$ cat src/hdl/trf_pkg.sv
// Constants, register map and carrier types of the transmit request and event FIFO block.
// Assumes one 250 MHz clock and a simple strobe-based register port with 32-bit data.
package trf_pkg;

    localparam int TRF_NBUF = 32;
    localparam int TRF_AW = 12;
    localparam int TRF_DW = 32;

    localparam logic [11:0] TRF_OFS_PENDING = 12'h0cc;
    localparam logic [11:0] TRF_OFS_ADD_REQ = 12'h0d0;
    localparam logic [11:0] TRF_OFS_CANCEL_REQ = 12'h0d4;
    localparam logic [11:0] TRF_OFS_TX_OCCURRED = 12'h0d8;
    localparam logic [11:0] TRF_OFS_CANCEL_FIN = 12'h0dc;
    localparam logic [11:0] TRF_OFS_DONE_IRQ_EN = 12'h0e0;
    localparam logic [11:0] TRF_OFS_CANCEL_IRQ_EN = 12'h0e4;
    localparam logic [11:0] TRF_OFS_EVT_CONFIG = 12'h0f0;
    localparam logic [11:0] TRF_OFS_EVT_STATE = 12'h0f4;
    localparam logic [11:0] TRF_OFS_EVT_ACK = 12'h0f8;

    localparam int TRF_WM_LSB = 24;
    localparam int TRF_SIZE_LSB = 16;
    localparam int TRF_BASE_LSB = 2;
    localparam int TRF_LOST_BIT = 25;
    localparam int TRF_FULL_BIT = 24;
    localparam int TRF_PUT_LSB = 16;
    localparam int TRF_GET_LSB = 8;
    localparam int TRF_FILL_LSB = 0;
    localparam int TRF_ACK_LSB = 0;

    localparam logic [5:0] TRF_EVT_MAX = 6'h20;
    localparam logic [31:0] TRF_RST_WORD = 32'h0000_0000;

    typedef struct packed {
        logic [11:0] addr;
        logic [31:0] wdata;
        logic wr;
        logic rd;
    } trf_bus_req_t;

    typedef struct packed {
        logic scan_busy;
        logic [31:0] started;
        logic [31:0] done_ok;
        logic [31:0] done_fail;
        logic evt_write;
        logic lost_clear;
    } trf_engine_t;

    typedef struct packed {
        logic [13:0] base;
        logic [4:0] put;
        logic full;
        logic lost;
        logic watermark;
    } trf_fifo_view_t;

endpackage : trf_pkg

$ cat src/hdl/trf_tx_request_event_fifo.sv
// Transmit request bookkeeping and transmit event FIFO registers of a CAN controller.
// Assumes the transmit scan and protocol engine drive the engine struct synchronously to core_clk_in.
`timescale 1ns/1ps
module trf_tx_request_event_fifo
(
    input wire logic core_clk_in,
    input wire logic sys_rst_in,
    input wire trf_pkg::trf_bus_req_t bus_in,
    output logic [31:0] rdata_out,
    input wire logic [31:0] buf_config_in,
    input wire logic no_auto_retransmit_mode_in,
    input wire trf_pkg::trf_engine_t engine_in,
    output logic [31:0] tx_pending_bits_out,
    output logic [31:0] add_request_bits_out,
    output logic [31:0] cancel_request_bits_out,
    output trf_pkg::trf_fifo_view_t fifo_out,
    output logic tx_done_irq_out,
    output logic cancel_done_irq_out
);
    import trf_pkg::*;

    // All state of the block, registered in one place.
    typedef struct packed {
        logic [31:0] add_req;
        logic [31:0] cancel_req;
        logic [31:0] pending;
        logic [31:0] tdone;
        logic [31:0] cdone;
        logic [31:0] transmit_done_irq_en;
        logic [31:0] cie;
        logic [5:0] wm;
        logic [5:0] size;
        logic [13:0] base;
        logic [4:0] put;
        logic [4:0] get;
        logic [4:0] ack;
        logic [5:0] fill;
        logic lost;
        logic full;
        logic wm_hit;
        logic tirq;
        logic cirq;
        logic [31:0] rdata;
    } trf_state_t;

    trf_state_t s_r;
    trf_state_t s_nxt;

    // Next index around a ring of sz elements; a disabled ring stays at zero.
    function automatic logic [4:0] trf_inc(input logic [4:0] idx, input logic [5:0] sz);
        logic [5:0] t;
        t = {1'b0, idx} + 6'h01;
        if (t >= sz)
        begin
            return 5'h00;
        end
        return t[4:0];
    endfunction : trf_inc

    // Elements held between get and put around the ring.
    function automatic logic [5:0] trf_level(input logic [4:0] p, input logic [4:0] g, input logic [5:0] sz);
        logic [6:0] t;
        if (p >= g)
        begin
            t = {2'b00, p} - {2'b00, g};
        end
        else
        begin
            t = {2'b00, p} + {1'b0, sz} - {2'b00, g};
        end
        return t[5:0];
    endfunction : trf_level

    // Address decode of one register strobe.
    function automatic logic trf_hit(input logic strobe, input logic [11:0] addr, input logic [11:0] ofs);
        logic h;
        h = 1'b0;
        if (strobe && addr == ofs)
        begin
            h = 1'b1;
        end
        return h;
    endfunction : trf_hit

    // Ring size in use; anything above the maximum acts as the maximum.
    function automatic logic [5:0] trf_clip_size(input logic [5:0] size);
        logic [5:0] c;
        c = size;
        if (size > TRF_EVT_MAX)
        begin
            c = TRF_EVT_MAX;
        end
        return c;
    endfunction : trf_clip_size

    // The watermark is live only for settings from one up to the maximum.
    function automatic logic trf_wm_reached(input logic [5:0] wm, input logic [5:0] fill);
        logic r;
        r = 1'b0;
        if (wm != 6'h00 && wm <= TRF_EVT_MAX)
        begin
            r = (fill >= wm);
        end
        return r;
    endfunction : trf_wm_reached

    // Read view of the event FIFO configuration.
    function automatic logic [31:0] trf_cfg_word(input logic [5:0] wm, input logic [5:0] size, input logic [13:0] base);
        logic [31:0] w;
        w = TRF_RST_WORD;
        w[TRF_WM_LSB +: 6] = wm;
        w[TRF_SIZE_LSB +: 6] = size;
        w[TRF_BASE_LSB +: 14] = base;
        return w;
    endfunction : trf_cfg_word

    // Read view of the event FIFO state.
    function automatic logic [31:0] trf_state_word(input logic lost, input logic full, input logic [4:0] put,
        input logic [4:0] get, input logic [5:0] fill);
        logic [31:0] w;
        w = TRF_RST_WORD;
        w[TRF_LOST_BIT] = lost;
        w[TRF_FULL_BIT] = full;
        w[TRF_PUT_LSB +: 5] = put;
        w[TRF_GET_LSB +: 5] = get;
        w[TRF_FILL_LSB +: 6] = fill;
        return w;
    endfunction : trf_state_word

    // Read view of the last acknowledged index.
    function automatic logic [31:0] trf_ack_word(input logic [4:0] ack);
        logic [31:0] w;
        w = TRF_RST_WORD;
        w[TRF_ACK_LSB +: 5] = ack;
        return w;
    endfunction : trf_ack_word

    // Add bits land only on configured buffers that are neither pending nor queued.
    function automatic logic [31:0] trf_take_add(input logic [31:0] wdata, input logic [31:0] cfg,
        input logic [31:0] pend, input logic [31:0] queued);
        return wdata & cfg & ~pend & ~queued;
    endfunction : trf_take_add

    // Full once the fill level reaches the size of an enabled ring.
    function automatic logic trf_is_full(input logic [5:0] fill, input logic [5:0] sz);
        return (sz != 6'h00) && (fill >= sz);
    endfunction : trf_is_full

    // Fill level after an acknowledge; equal indices with a store in the same cycle mean full.
    function automatic logic [5:0] trf_ack_fill(input logic [4:0] p, input logic [4:0] g, input logic [5:0] sz,
        input logic store);
        logic [5:0] f;
        f = trf_level(p, g, sz);
        if (f == 6'h00 && store)
        begin
            f = sz;
        end
        return f;
    endfunction : trf_ack_fill

    // An interrupt condition is any flag whose enable is set.
    function automatic logic trf_any(input logic [31:0] flags, input logic [31:0] en);
        return |(flags & en);
    endfunction : trf_any

    // Read data of one register; unmapped addresses read zero.
    function automatic logic [31:0] trf_read_word(input logic [11:0] addr, input trf_state_t st);
        logic [31:0] w;
        w = TRF_RST_WORD;
        unique case (addr)
            TRF_OFS_PENDING: w = st.pending;
            TRF_OFS_ADD_REQ: w = st.add_req;
            TRF_OFS_CANCEL_REQ: w = st.cancel_req;
            TRF_OFS_TX_OCCURRED: w = st.tdone;
            TRF_OFS_CANCEL_FIN: w = st.cdone;
            TRF_OFS_DONE_IRQ_EN: w = st.transmit_done_irq_en;
            TRF_OFS_CANCEL_IRQ_EN: w = st.cie;
            TRF_OFS_EVT_CONFIG: w = trf_cfg_word(st.wm, st.size, st.base);
            TRF_OFS_EVT_STATE: w = trf_state_word(st.lost, st.full, st.put, st.get, st.fill);
            TRF_OFS_EVT_ACK: w = trf_ack_word(st.ack);
            default: w = TRF_RST_WORD;
        endcase
        return w;
    endfunction : trf_read_word

    logic hit_add;
    logic hit_cancel;
    logic hit_tie;
    logic hit_cie;
    logic hit_cfg;
    logic hit_ack;
    logic evt_store;
    logic evt_refused;
    logic [4:0] ack_idx;
    logic [31:0] add_w;
    logic [31:0] can_w;
    logic [31:0] p;
    logic [31:0] cr;
    logic [31:0] clr_ok;
    logic [31:0] clr_fail;
    logic [31:0] clr_idle;
    logic [31:0] clr_all;
    logic [31:0] cancel_set;
    logic [31:0] cancel_now;
    logic [31:0] start_idle;
    logic [5:0] sz;

    always_comb
    begin
        // Everything holds unless a rule below changes it.
        s_nxt = s_r;
        s_nxt.rdata = TRF_RST_WORD;
        // Register strobes are decoded once per cycle.
        sz = trf_clip_size(s_r.size);
        hit_add = trf_hit(bus_in.wr, bus_in.addr, TRF_OFS_ADD_REQ);
        hit_cancel = trf_hit(bus_in.wr, bus_in.addr, TRF_OFS_CANCEL_REQ);
        hit_tie = trf_hit(bus_in.wr, bus_in.addr, TRF_OFS_DONE_IRQ_EN);
        hit_cie = trf_hit(bus_in.wr, bus_in.addr, TRF_OFS_CANCEL_IRQ_EN);
        hit_cfg = trf_hit(bus_in.wr, bus_in.addr, TRF_OFS_EVT_CONFIG);
        hit_ack = trf_hit(bus_in.wr, bus_in.addr, TRF_OFS_EVT_ACK);
        ack_idx = bus_in.wdata[TRF_ACK_LSB +: 5];
        evt_store = engine_in.evt_write && sz != 6'h00 && !s_r.full;
        evt_refused = engine_in.evt_write && !evt_store;

        // Writing zero leaves a request bit as it is.
        add_w = '0;
        if (hit_add)
        begin
            add_w = trf_take_add(bus_in.wdata, buf_config_in, s_r.pending, s_r.add_req);
        end
        can_w = '0;
        if (hit_cancel)
        begin
            can_w = bus_in.wdata & buf_config_in;
        end

        // Clears first so that completions in the same cycle win.
        s_nxt.tdone = s_r.tdone & ~add_w;
        s_nxt.cdone = s_r.cdone & ~add_w;
        s_nxt.add_req = s_r.add_req | add_w;
        s_nxt.cancel_req = s_r.cancel_req | can_w;

        // Queued adds enter the pending set only between scans.
        p = s_r.pending;
        if (!engine_in.scan_busy)
        begin
            p = s_r.pending | s_r.add_req;
            s_nxt.add_req = add_w;
        end

        // A cancel of a frame on the bus waits for its end, whatever the outcome.
        cr = s_nxt.cancel_req;
        start_idle = p & ~engine_in.started;
        clr_ok = engine_in.done_ok & p;
        // Failed frames clear only when a cancel is asked or retransmission is off.
        clr_fail = engine_in.done_fail & p & (cr | {32{no_auto_retransmit_mode_in}});
        clr_idle = cr & start_idle;
        clr_all = clr_ok | clr_fail | clr_idle;
        cancel_set = (clr_ok & cr) | clr_fail | clr_idle;
        cancel_now = cr & ~p;
        s_nxt.pending = p & ~clr_all;
        s_nxt.tdone = s_nxt.tdone | clr_ok;
        s_nxt.cdone = s_nxt.cdone | cancel_set | cancel_now;
        s_nxt.add_req = s_nxt.add_req & ~cr;
        s_nxt.cancel_req = cr & s_nxt.pending;

        // Plain read-write registers.
        if (hit_tie)
        begin
            s_nxt.transmit_done_irq_en = bus_in.wdata;
        end
        if (hit_cie)
        begin
            s_nxt.cie = bus_in.wdata;
        end
        if (hit_cfg)
        begin
            s_nxt.wm = bus_in.wdata[TRF_WM_LSB +: 6];
            s_nxt.size = bus_in.wdata[TRF_SIZE_LSB +: 6];
            s_nxt.base = bus_in.wdata[TRF_BASE_LSB +: 14];
        end

        // A refused event write in the same cycle as the clear wins.
        if (engine_in.lost_clear)
        begin
            s_nxt.lost = 1'b0;
        end
        if (evt_refused)
        begin
            s_nxt.lost = 1'b1;
        end
        if (evt_store)
        begin
            s_nxt.put = trf_inc(s_r.put, sz);
            s_nxt.fill = s_r.fill + 6'h01;
        end
        if (hit_ack)
        begin
            s_nxt.ack = ack_idx;
            s_nxt.get = trf_inc(ack_idx, sz);
            s_nxt.fill = trf_ack_fill(s_nxt.put, s_nxt.get, sz, evt_store);
        end

        // Full and watermark follow the fill level of the next cycle.
        s_nxt.full = trf_is_full(s_nxt.fill, sz);
        s_nxt.wm_hit = trf_wm_reached(s_r.wm, s_nxt.fill);

        // Interrupt conditions go out in the same cycle as their flags.
        s_nxt.tirq = trf_any(s_nxt.tdone, s_nxt.transmit_done_irq_en);
        s_nxt.cirq = trf_any(s_nxt.cdone, s_nxt.cie);

        // Read data stands for one cycle and is zero otherwise.
        if (bus_in.rd)
        begin
            s_nxt.rdata = trf_read_word(bus_in.addr, s_r);
        end
    end

    // Reset clears every register, outputs included.
    always_ff @(posedge core_clk_in or posedge sys_rst_in)
    begin
        if (sys_rst_in)
        begin
            s_r <= '0;
        end
        else
        begin
            s_r <= s_nxt;
        end
    end

    // Every output is a register of the state struct.
    assign rdata_out = s_r.rdata;
    assign tx_pending_bits_out = s_r.pending;
    assign add_request_bits_out = s_r.add_req;
    assign cancel_request_bits_out = s_r.cancel_req;
    assign fifo_out = trf_fifo_view_t'{
        base: s_r.base,
        put: s_r.put,
        full: s_r.full,
        lost: s_r.lost,
        watermark: s_r.wm_hit
    };
    assign tx_done_irq_out = s_r.tirq;
    assign cancel_done_irq_out = s_r.cirq;

endmodule : trf_tx_request_event_fifo

$ cat config.mk
export PLATFORM = sky130hd
export DESIGN_NAME = trf_tx_request_event_fifo
export DESIGN_NICKNAME = d
export VERILOG_FILES = /design/src/hdl/trf_pkg.sv /design/src/hdl/trf_tx_request_event_fifo.sv
export SDC_FILE = /design/constraint.sdc
export NUM_CORES = 1
export LEC_CHECK = 0
export ABC_AREA = 1
export BUFFER_PORTS_ARGS = -buffer_cell sky130_fd_sc_hd__buf_2
export CAP_MARGIN = 30
export CORE_MARGIN = 1.5
export CORE_UTILIZATION = 55
export DETAILED_ROUTE_END_ITERATION = 10
export GPL_ROUTABILITY_DRIVEN = 1
export PLACE_DENSITY = 0.79
export SETUP_SLACK_MARGIN = 0.5
export SYNTH_ARGS = -nofsm -noshare
export SYNTH_HDL_FRONTEND = slang
export SYNTH_SLANG_ARGS = --single-unit
$ cat constraint.sdc
create_clock -name core_clk_in -period 27.9 [get_ports core_clk_in]
set_input_delay 4.185 -clock core_clk_in [delete_from_list [all_inputs] [get_ports core_clk_in]]
set_output_delay 4.185 -clock core_clk_in [all_outputs]
set_load 0.005 [all_outputs]
Word-level counts from Yosys, hierarchy flattened:

Index checks and enable logic that the tools add are counted.
Widths: inputs -> output; s select.

* add/sub/neg operators: 6
* magnitude comparators: 7
* equality and inequality tests: 10
* multiplexer cells: 33
* bitwise gates (word level): 35
* reduce and logical (&&, ||, !) cells: 20

Operator list (count)
* $and 32x32->32: 17
* $or 32x32->32: 11
* $pmux 32 s10: 1
* $mux 32: 7
* $not 32->32: 7
* $eq 12x8->1 const B: 10
* $reduce_or 32->1: 2
* $mux 6: 6
* $mux 5: 6
* $ge 6x6->1: 4
* $mux 1: 13
* $add 5x1->6 const B: 2
* $logic_and 1x1->1: 12
* $reduce_bool 6->1: 2
* $add 5x6->6: 1
* $add 6x1->6 const B: 1
* $gt 6x6->1 const B: 1
* $le 6x6->1 const B: 1
* $logic_not 6->1: 1
* $sub 5x5->6: 1
* $sub 6x5->6: 1
* $ge 5x5->1: 1
* $logic_not 1->1: 2
* $reduce_bool 2->1: 1

* register bits: 308
* input bits: 180
* output and inout port bits: 152

Longest topological paths before layout:

Gate-level depths: netlist of run 1.

* word-level depth: 18
* gate-level depth with buffers: 42

Worst setup path before layout of run 1:

OpenSTA, ideal clock, no wires.

* kind: in2reg
* from: input bus_in[2] (netlist bit)
* to: register s_r (netlist bit fifo_out[0])
* library setup time: 0.120 ns
* data arrival time: 8.704 ns
* data required time: 27.780 ns
* path slack: 19.076 ns
* cell stages on the path: 33
* path buffers: 0
* path through: ha_1 nand2_1 inv_1 nand2_1 xor2_1 inv_1 ha_1 nand2_1 inv_1 o211ai_1 nand3_1 inv_1 nand2_1 fa_1 fa_1 nand3_1 nand2_1 xor2_1 o21bai_1 nand2_1 nor2_1 nand3_1 inv_1 nand2_1 a21oi_1 ha_1 a21boi_0 o21a_1 o21a_1 o21a_1 o21a_1 o21ai_0 inv_1

RTL lines
* start: declaration: RTL line trf_tx_request_event_fifo.sv:8 `input wire trf_pkg::trf_bus_req_t bus_in,`
* end signal: assignment: RTL line trf_tx_request_event_fifo.sv:328 `s_r <= s_nxt;`
* end: declaration: RTL line trf_tx_request_event_fifo.sv:46 `trf_state_t s_r;`

==> results.txt, run 1 <==
----------------------------------------------------
[Route]
  Antenna Nets Post-Route ... 0
  Number of DRC markers in iteration 0 ... 1724
  DRC Markers ... 0
  Post-detailed-routing wire length ... just under 60000 um
  Average wire per standard cell ... 20.0 um
  Via-to-Cell Ratio ... between 5 and 6
  DRT Pass-1 Iters ... 7
  Count of vias placed by the detailed router ... about 17000

[Critical path]
  Critical path's largest stage delay ... ~0.57 ns
  Start-to-end type of the worst setup path ... primary input to register
  Reg-to-Reg Start ... s_r[77]
  Buffers & Inverters on Critical Path ... 7
  CP max-delay cell ... sky130_fd_sc_hd__fa_1
  Critical path launch point type ... primary input
  Critical Path Start ... bus_in[2]
  Largest driver fanout on the critical path ... 6
  Required time at the endpoint of the critical path ... ~28 ns
  Most frequent CP cell ... sky130_fd_sc_hd__nand2_1
  Setup crit end kind ... register
  Category of cells accounting for the largest share of critical-path delay ... adder cells
  Data arrival time of the worst path ... roughly 9.7 ns

[Pwr]
  Leakage ... ~11 nW
  Sequential fraction of design power ... 44.6%
  Part of the power in combinational logic ... roughly 7.9%
  Switching fraction of total power ... between 20% and 30%
  Worst VDD drop ... roughly 32 uV
  Cell-internal power ... 0.766 mW
  Power per Cell Area ... ~50 nW/um^2
  Clock power share ... a little under half
  Net switching power of the design ... about 0.25 mW

[Yosys]
  Synth Area in Compound Gates ... a little over an eighth
  Synthesized area per cell ... 7.61 um^2
  Warnings, synthesis ... 0
  Yosys reg bits ... just over 300
  Combinational family with the most area after synthesis ... simple AND/OR/NAND/NOR gates
  Simple logic cell fraction of the synthesized area ... between 20% and 30%
  Synth unique cells ... 47
  Area of the mapped netlist ... ~18000 um^2
  Cell count after synthesis ... around 2300
  Multiplexer area fraction after synthesis ... 0%
  Post-synthesis share of cell area spent on xor and xnor gates ... less than 1%
  Fraction of the yosys area taken by sequential cells ... a little over two fifths
  Adder-cell share of the synthesized area ... roughly 3.4%
  Syn_nets ... 2558

[Die]
  Area of the die ... approximately 33000 um^2
  Number of placement rows ... 65
  Chip Height ... 183 um
  Core region area ... around 32000 um^2
  I/O pin total ... 332
  Starting density of the core ... about 56%
  Die Span X ... 183 um

[GRT]
  Pin count of the biggest net entering global routing ... roughly 180
  Total Routing Usage GR ... roughly a third
  First-pass GRT wire length ... 89200 um
  Congestion Overflow GR ... 0
  Via count of the first global-routing pass ... between 15000 and 20000
  Number of antenna violations at the first check in global routing ... 1

[Clock tree]
  Total number of H-tree levels ... 2
  TritonCTS clock tree ... yes
  Total number of clock tree sinks ... around 310
  Number of buffers created by CTS ... 36
  Maximum root-to-sink buffer count ... 3
  Cells resized by post-CTS repair ... 0
  Quantity of hold-fixing buffers added after cts ... 0
  Clock transition time at the flip-flop clock pins of the worst setup and hold paths ... 0.06 ns
  Clock latency reported for the late side of the worst-skew pair ... 0.52 ns
  Clock tree root driver cell ... sky130_fd_sc_hd__clkbuf_16
  # Post-CTS Setup Buffers ... 0

[Hold path]
  Hold Path Origin ... s_r[48]
  Worst min-delay path category ... register to register

[Timing]
  Final critical path time including I/O delays and setup ... a little over 9 ns
  Relative slew slack ... approximately a third
  Final clock period utilization by the worst path ... around a third
  Peak clock frequency supported by timing ... roughly 110 MHz
  Clock skew ... between 0.015 and 0.02 ns
  Transition time at the pin with the least slew margin ... just over 1 ns
  Setup Total Neg Slack ... 0 ns
  Unrepaired setup endpoints after global routing ... no
  Pins over their slew limit ... 0
  Finish-stage setup viols ... 0
  Hold Violations, Final ... 0

[Job]
  Number of maximum-capacitance constraint violations ... 0

[Final layout]
  Layout cell share with drive strength beyond 1 ... about 18%
  Multi-input gate area in the final layout ... about 7500 um^2
  Reg area ... 7710 um^2
  Count of inserted antenna diode cells ... 0
  Synth-to-Final Area Change ... 12.4%
  Number of nets in the finished design ... 2729
  Final core utilization ... 63.0%
  Filler instances ... around 2800

[Placement]
  Number of port buffers ... ~330
  Post-DP HPWL ... 40800 um
  Global placer's final weighted congestion ... roughly 0.9

[Outcome]
  Status ... finished clean

----------------------------------------------------
-- layout by cell type (no fill, tap or decap), types with 4 or more instances in the layout --
cell type / n
sky130_fd_sc_hd__nand2_2: 15
sky130_fd_sc_hd__inv_1: 304
sky130_fd_sc_hd__buf_4: 15
sky130_fd_sc_hd__fa_1: 6
sky130_fd_sc_hd__clkbuf_8: 11
sky130_fd_sc_hd__o22ai_1: 18
sky130_fd_sc_hd__nor2_4: 4
sky130_fd_sc_hd__o21ai_0: 147
sky130_fd_sc_hd__dfrtp_1: 308
sky130_fd_sc_hd__clkinv_2: 6
sky130_fd_sc_hd__o21a_1: 12
sky130_fd_sc_hd__nor2_1: 144
sky130_fd_sc_hd__buf_2: 331
sky130_fd_sc_hd__nor3_1: 42
sky130_fd_sc_hd__xor2_1: 10
sky130_fd_sc_hd__clkbuf_16: 37
sky130_fd_sc_hd__buf_12: 4
sky130_fd_sc_hd__nand4_1: 37
sky130_fd_sc_hd__o21ai_1: 35
sky130_fd_sc_hd__a22oi_1: 17
sky130_fd_sc_hd__nand3_1: 89
sky130_fd_sc_hd__nand2_1: 644
sky130_fd_sc_hd__or2_2: 13
sky130_fd_sc_hd__a31oi_1: 13
sky130_fd_sc_hd__and2_1: 7
sky130_fd_sc_hd__a21oi_1: 109
sky130_fd_sc_hd__ha_1: 38
sky130_fd_sc_hd__inv_2: 4
sky130_fd_sc_hd__a221oi_1: 44
sky130_fd_sc_hd__nor3b_1: 25
-- per-stage QoR --
stage	cells	setup slack (ns)	power, mW	hold WS, ns	instance area (um^2)
floorplan	2334	15.20	0.504	0.449	17800
global placement	2864	18.26	0.538	0.467	18700
detailed placement	2867	18.14	0.538	0.476	18700
CTS	2929	18.67	1.02	0.488	19900
global route	2931	18.32	1.04	0.507	20000
finish	2931	18.64	1.01	0.488	20000
-- worst min-delay path, stage by stage (launching register included) --
cell,delay (ns)
sky130_fd_sc_hd__dfrtp_1,0.34
sky130_fd_sc_hd__nand2_1,0.05
sky130_fd_sc_hd__nand2_1,0.06
-- metal layers --
metal	track usage (%)	routed length [um]
met1	45.2	23100
met5	0	0
met3	5.44	5730
met4	17.4	2890
met2	56.9	27000
-- cell type report --
cell class | instances | area share, %
flip-flops and latches | 308 | 38.6
inverters | 310 | 5.86
repair buffers | 352 | 9.43
well taps | 402 | 2.52
multi-input cells | 1497 | 37.6
clock inverters | 11 | 0.576
clock buffers | 51 | 5.45
-- cell usage after synthesis (all sizes together) --
cell type	number	area share (%)
and3	3	0.11
nor3b	25	1.1
buf	175	7.1
o211a	1	0.056
a31oi	13	0.46
a21oi	109	3.1
o21a	12	0.51
o41ai	1	0.049
o22ai	18	0.63
and2	7	0.25
or2	13	0.46
and3b	1	0.049
nor2	151	3.4
o21ai	182	5.1
nand2	660	14
a22oi	17	0.72
xor2	10	0.49
a21boi	3	0.13
clkbuf	44	0.93
nor3	43	1.2
clkinv	1	0.021
a32o	2	0.11
a22o	1	0.049
nand4	39	1.4
a211oi	2	0.084
a221oi	44	2.2
o21bai	2	0.084
nand3	89	2.5
inv	309	6.5
dfrtp	308	43
fa	6	0.68
xnor2	2	0.099
ha	38	2.7
o211ai	3	0.13
-- final timing paths --
kind / endpoint / slack (ns) / cells after the start
worst max-delay path: fifo_out[0] / 18.64 / 34
worst max register to register: fifo_out[0] / 21.66 / 32
worst min-delay path: s_r[48] / 0.49 / 2
max in group asynchronous: rdata_out[12] / 22.64 / 4
worst min register to register: s_r[48] / 0.49 / 2
min in group asynchronous: tx_pending_bits_out[30] / 3.57 / 2
-- power groups by stage --
stage / combinational [mW] / clock [mW] / sequential, mW
6_report: 0.0804 / 0.481 / 0.451
5_1_grt: 0.0898 / 0.500 / 0.451
4_1_cts: 0.0795 / 0.485 / 0.451
3_5_place_dp: 0.0789 / 0 / 0.459
3_3_place_gp: 0.0790 / 0 / 0.459
2_1_floorplan: 0.0460 / 0 / 0.458
-- state kept, by name, summed over array words and instances (netlist names) --
name                     count
add_request_bits_out        32
cancel_done_irq_out          1
cancel_request_bits_out     32
fifo_out                    22
rdata_out                   32
s_r                        156
tx_done_irq_out              1
tx_pending_bits_out         32
-- cell families after synthesis --
| logic type | Yosys count |
|---|---|
| and+or+nand+nor | 1031 |
| buffers and inverters | 529 |
| DFF | 308 |
| AOI/OAI and AO/OA | 410 |
| adders and majority gates | 44 |
| xor gates and xnor gates | 12 |
Note: power is estimated with default switching activity, not from simulation.
==> run 2: changes to the inputs <==
clock period = 8.7 ns   (was 27.9 ns; I/O delays follow)
==> results.txt, run 2 (synthesized netlist as in run 1, its figures left out) <==
----------------------------------------------------
[Pwr]
  Sequential fraction of design power ... between 40% and 50%
  Switching fraction of total power ... about a quarter
  Clock power share ... around 47%
  Net switching power of the design ... around 0.78 mW
  Part of the power in combinational logic ... around 7.9%
  Cell-internal power ... ~2.4 mW
  Worst VDD drop ... 133 uV
  Power per Cell Area ... around 160 nW/um^2
  Leakage ... between 10 and 15 nW

[Clock tree]
  # Post-CTS Setup Buffers ... 0
  Maximum root-to-sink buffer count ... 3
  Clock latency reported for the late side of the worst-skew pair ... between 0.5 and 0.6 ns
  Clock transition time at the flip-flop clock pins of the worst setup and hold paths ... 0.06 ns
  Clock tree root driver cell ... sky130_fd_sc_hd__clkbuf_16
  Quantity of hold-fixing buffers added after cts ... 0
  Total number of H-tree levels ... 2
  TritonCTS clock tree ... yes
  Number of buffers created by CTS ... 35
  Total number of clock tree sinks ... roughly 310
  Cells resized by post-CTS repair ... 0

[Timing]
  Clock skew ... about 0.014 ns
  Setup slack after layout ... between 2 and 2.5 ns
  Relative slew slack ... around 29%
  Final critical path time including I/O delays and setup ... roughly 6.3 ns
  Setup Total Neg Slack ... 0 ns
  Hold Violations, Final ... 0
  Finish-stage setup viols ... 0
  Unrepaired setup endpoints after global routing ... no
  Peak clock frequency supported by timing ... between 150 and 200 MHz
  Transition time at the pin with the least slew margin ... roughly 1.1 ns
  Pins over their slew limit ... 0
  Final clock period utilization by the worst path ... just over 70%

[Final layout]
  Max reg flops ... about 160
  Number of nets in the finished design ... 2728
  Reg area ... 7710 um^2
  Synth-to-Final Area Change ... 12.3%
  Layout cell share with drive strength beyond 1 ... around 18%
  Final core utilization ... a little over three fifths
  Highest-count cells in the layout ignoring fill and taps ... sky130_fd_sc_hd__nand2_1 (644), sky130_fd_sc_hd__buf_2 (331), sky130_fd_sc_hd__dfrtp_1 (308), sky130_fd_sc_hd__inv_1 (304), sky130_fd_sc_hd__o21ai_0 (147)
  Filler instances ... 2734
  Multi-input gate area in the final layout ... about 7500 um^2
  Most common cell after layout, fill and taps aside ... sky130_fd_sc_hd__nand2_1
  Count of placed standard cells in the final layout, fillers left out ... 2935
  Register containing the most flip-flops in the final layout ... s_r
  Post-layout instance area ... around 20000 um^2

[Die]
  Die Span X ... 183 um
  Starting density of the core ... 56.0%
  Core region area ... 31700 um^2
  Number of placement rows ... 65
  Chip Height ... around 180 um
  I/O pin total ... 332
  Area of the die ... 33400 um^2

[Route]
  Number of DRC markers in iteration 0 ... around 1700
  DRC Markers ... 0
  DRT Pass-1 Iters ... 6
  Met3 Wirelength ... 5780 um
  Post-detailed-routing wire length ... a little under 60000 um
  DR WL met2 ... ~27000 um
  Average wire per standard cell ... between 15 and 20 um
  Detailed-route wire length on metal 1 ... ~23000 um
  Highest layer used for signal routing ... met5
  Antenna Nets Post-Route ... 0
  Via-to-Cell Ratio ... between 5 and 6
  Count of vias placed by the detailed router ... 17100

[Hold path]
  Hold Path Origin ... s_r[48]
  Worst min-delay path category ... register to register
  Worst Hold Path Cells ... 2
  Hold endpoint ... s_r[48]

[Critical path]
  Data arrival time of the worst path ... between 6 and 7 ns
  Largest driver fanout on the critical path ... 6
  Worst R2R Path Depth ... 35
  CP max-delay cell ... sky130_fd_sc_hd__fa_1
  R2r setup slk ... roughly 2.6 ns
  Required time at the endpoint of the critical path ... 9.09 ns
  Setup crit end kind ... register
  Reg-to-Reg Start ... s_r[72]
  Critical path's largest stage delay ... 0.59 ns
  Endpoint of the worst-slack reg-to-reg timing path ... fifo_out[0]
  Most frequent CP cell ... sky130_fd_sc_hd__nand2_1
  Start-to-end type of the worst setup path ... primary input to register
  Critical path launch point type ... primary input

[Placement]
  Number of port buffers ... 331
  Setup slack at placement ... between 1.5 and 2 ns
  Post-placement cell area ... between 15000 and 20000 um^2
  Post-DP HPWL ... 40000 um
  Global placer's final weighted congestion ... between 0.9 and 1
  Post-placement cell count ... roughly 2900

[Job]
  Number of maximum-capacitance constraint violations ... 0

[GRT]
  Pin count of the biggest net entering global routing ... approximately 180
  Congestion Overflow GR ... 0
  Via count of the first global-routing pass ... between 15000 and 20000
  Total Routing Usage GR ... 34.7%
  First-pass GRT wire length ... ~90000 um
  Number of antenna violations at the first check in global routing ... 4

[Outcome]
  Status ... finished clean

----------------------------------------------------
## run 2: per-layer routing
layer / global-route usage, % / vias to the layer above
met4: 16.5 / 2
met5: 0 / -
met3: 6.02 / 218
li1: - / 7775
met1: 45.6 / 7990
met2: 56.0 / 1098
## run 2: cell type report
cell class	instances	share of cell area [%]
clock inverter	11	0.715
sequential	308	38.6
tap	402	2.52
timing repair buffer	352	9.45
clock buffer	51	5.14
inverter	310	5.85
multi-input combinational	1497	37.6
antenna	4	0.0502
## run 2: worst max-delay path by stage
stage / startpoint / endpoint / depth (start not counted)
final: bus_in[2] / fifo_out[0] / 34
after global routing: bus_in[2] / fifo_out[0] / 34
after floorplan: bus_in[2] / fifo_out[0] / 33
after global placement: engine_in[1] / fifo_out[0] / 27
after detailed placement: engine_in[1] / fifo_out[0] / 27
after CTS: engine_in[1] / fifo_out[0] / 27
## run 2: critical path: cells and delay by family
| kind | cells | cell delay, ns |
|---|---|---|
| AOI/OAI and AO/OA | 9 | 1.45 |
| xor gates and xnor gates | 2 | 0.36 |
| adders and majority gates | 5 | 1.82 |
| buffers and inverters | 7 | 0.59 |
| and+or+nand+nor | 11 | 1.10 |
## run 2: per-stage QoR
stage	total power, mW	hold slack (ns)
6_report	3.21	0.494
2_1_floorplan	1.62	0.449
4_1_cts	3.22	0.487
3_3_place_gp	1.72	0.467
5_1_grt	3.32	0.533
3_5_place_dp	1.72	0.471
## run 2: power by group through the flow
stage	clock network (mW)	logic (mW)	registers (mW)
floorplan	0	0.148	1.47
global placement	0	0.249	1.47
detailed placement	0	0.250	1.47
CTS	1.52	0.252	1.45
global route	1.58	0.287	1.45
finish	1.51	0.254	1.45
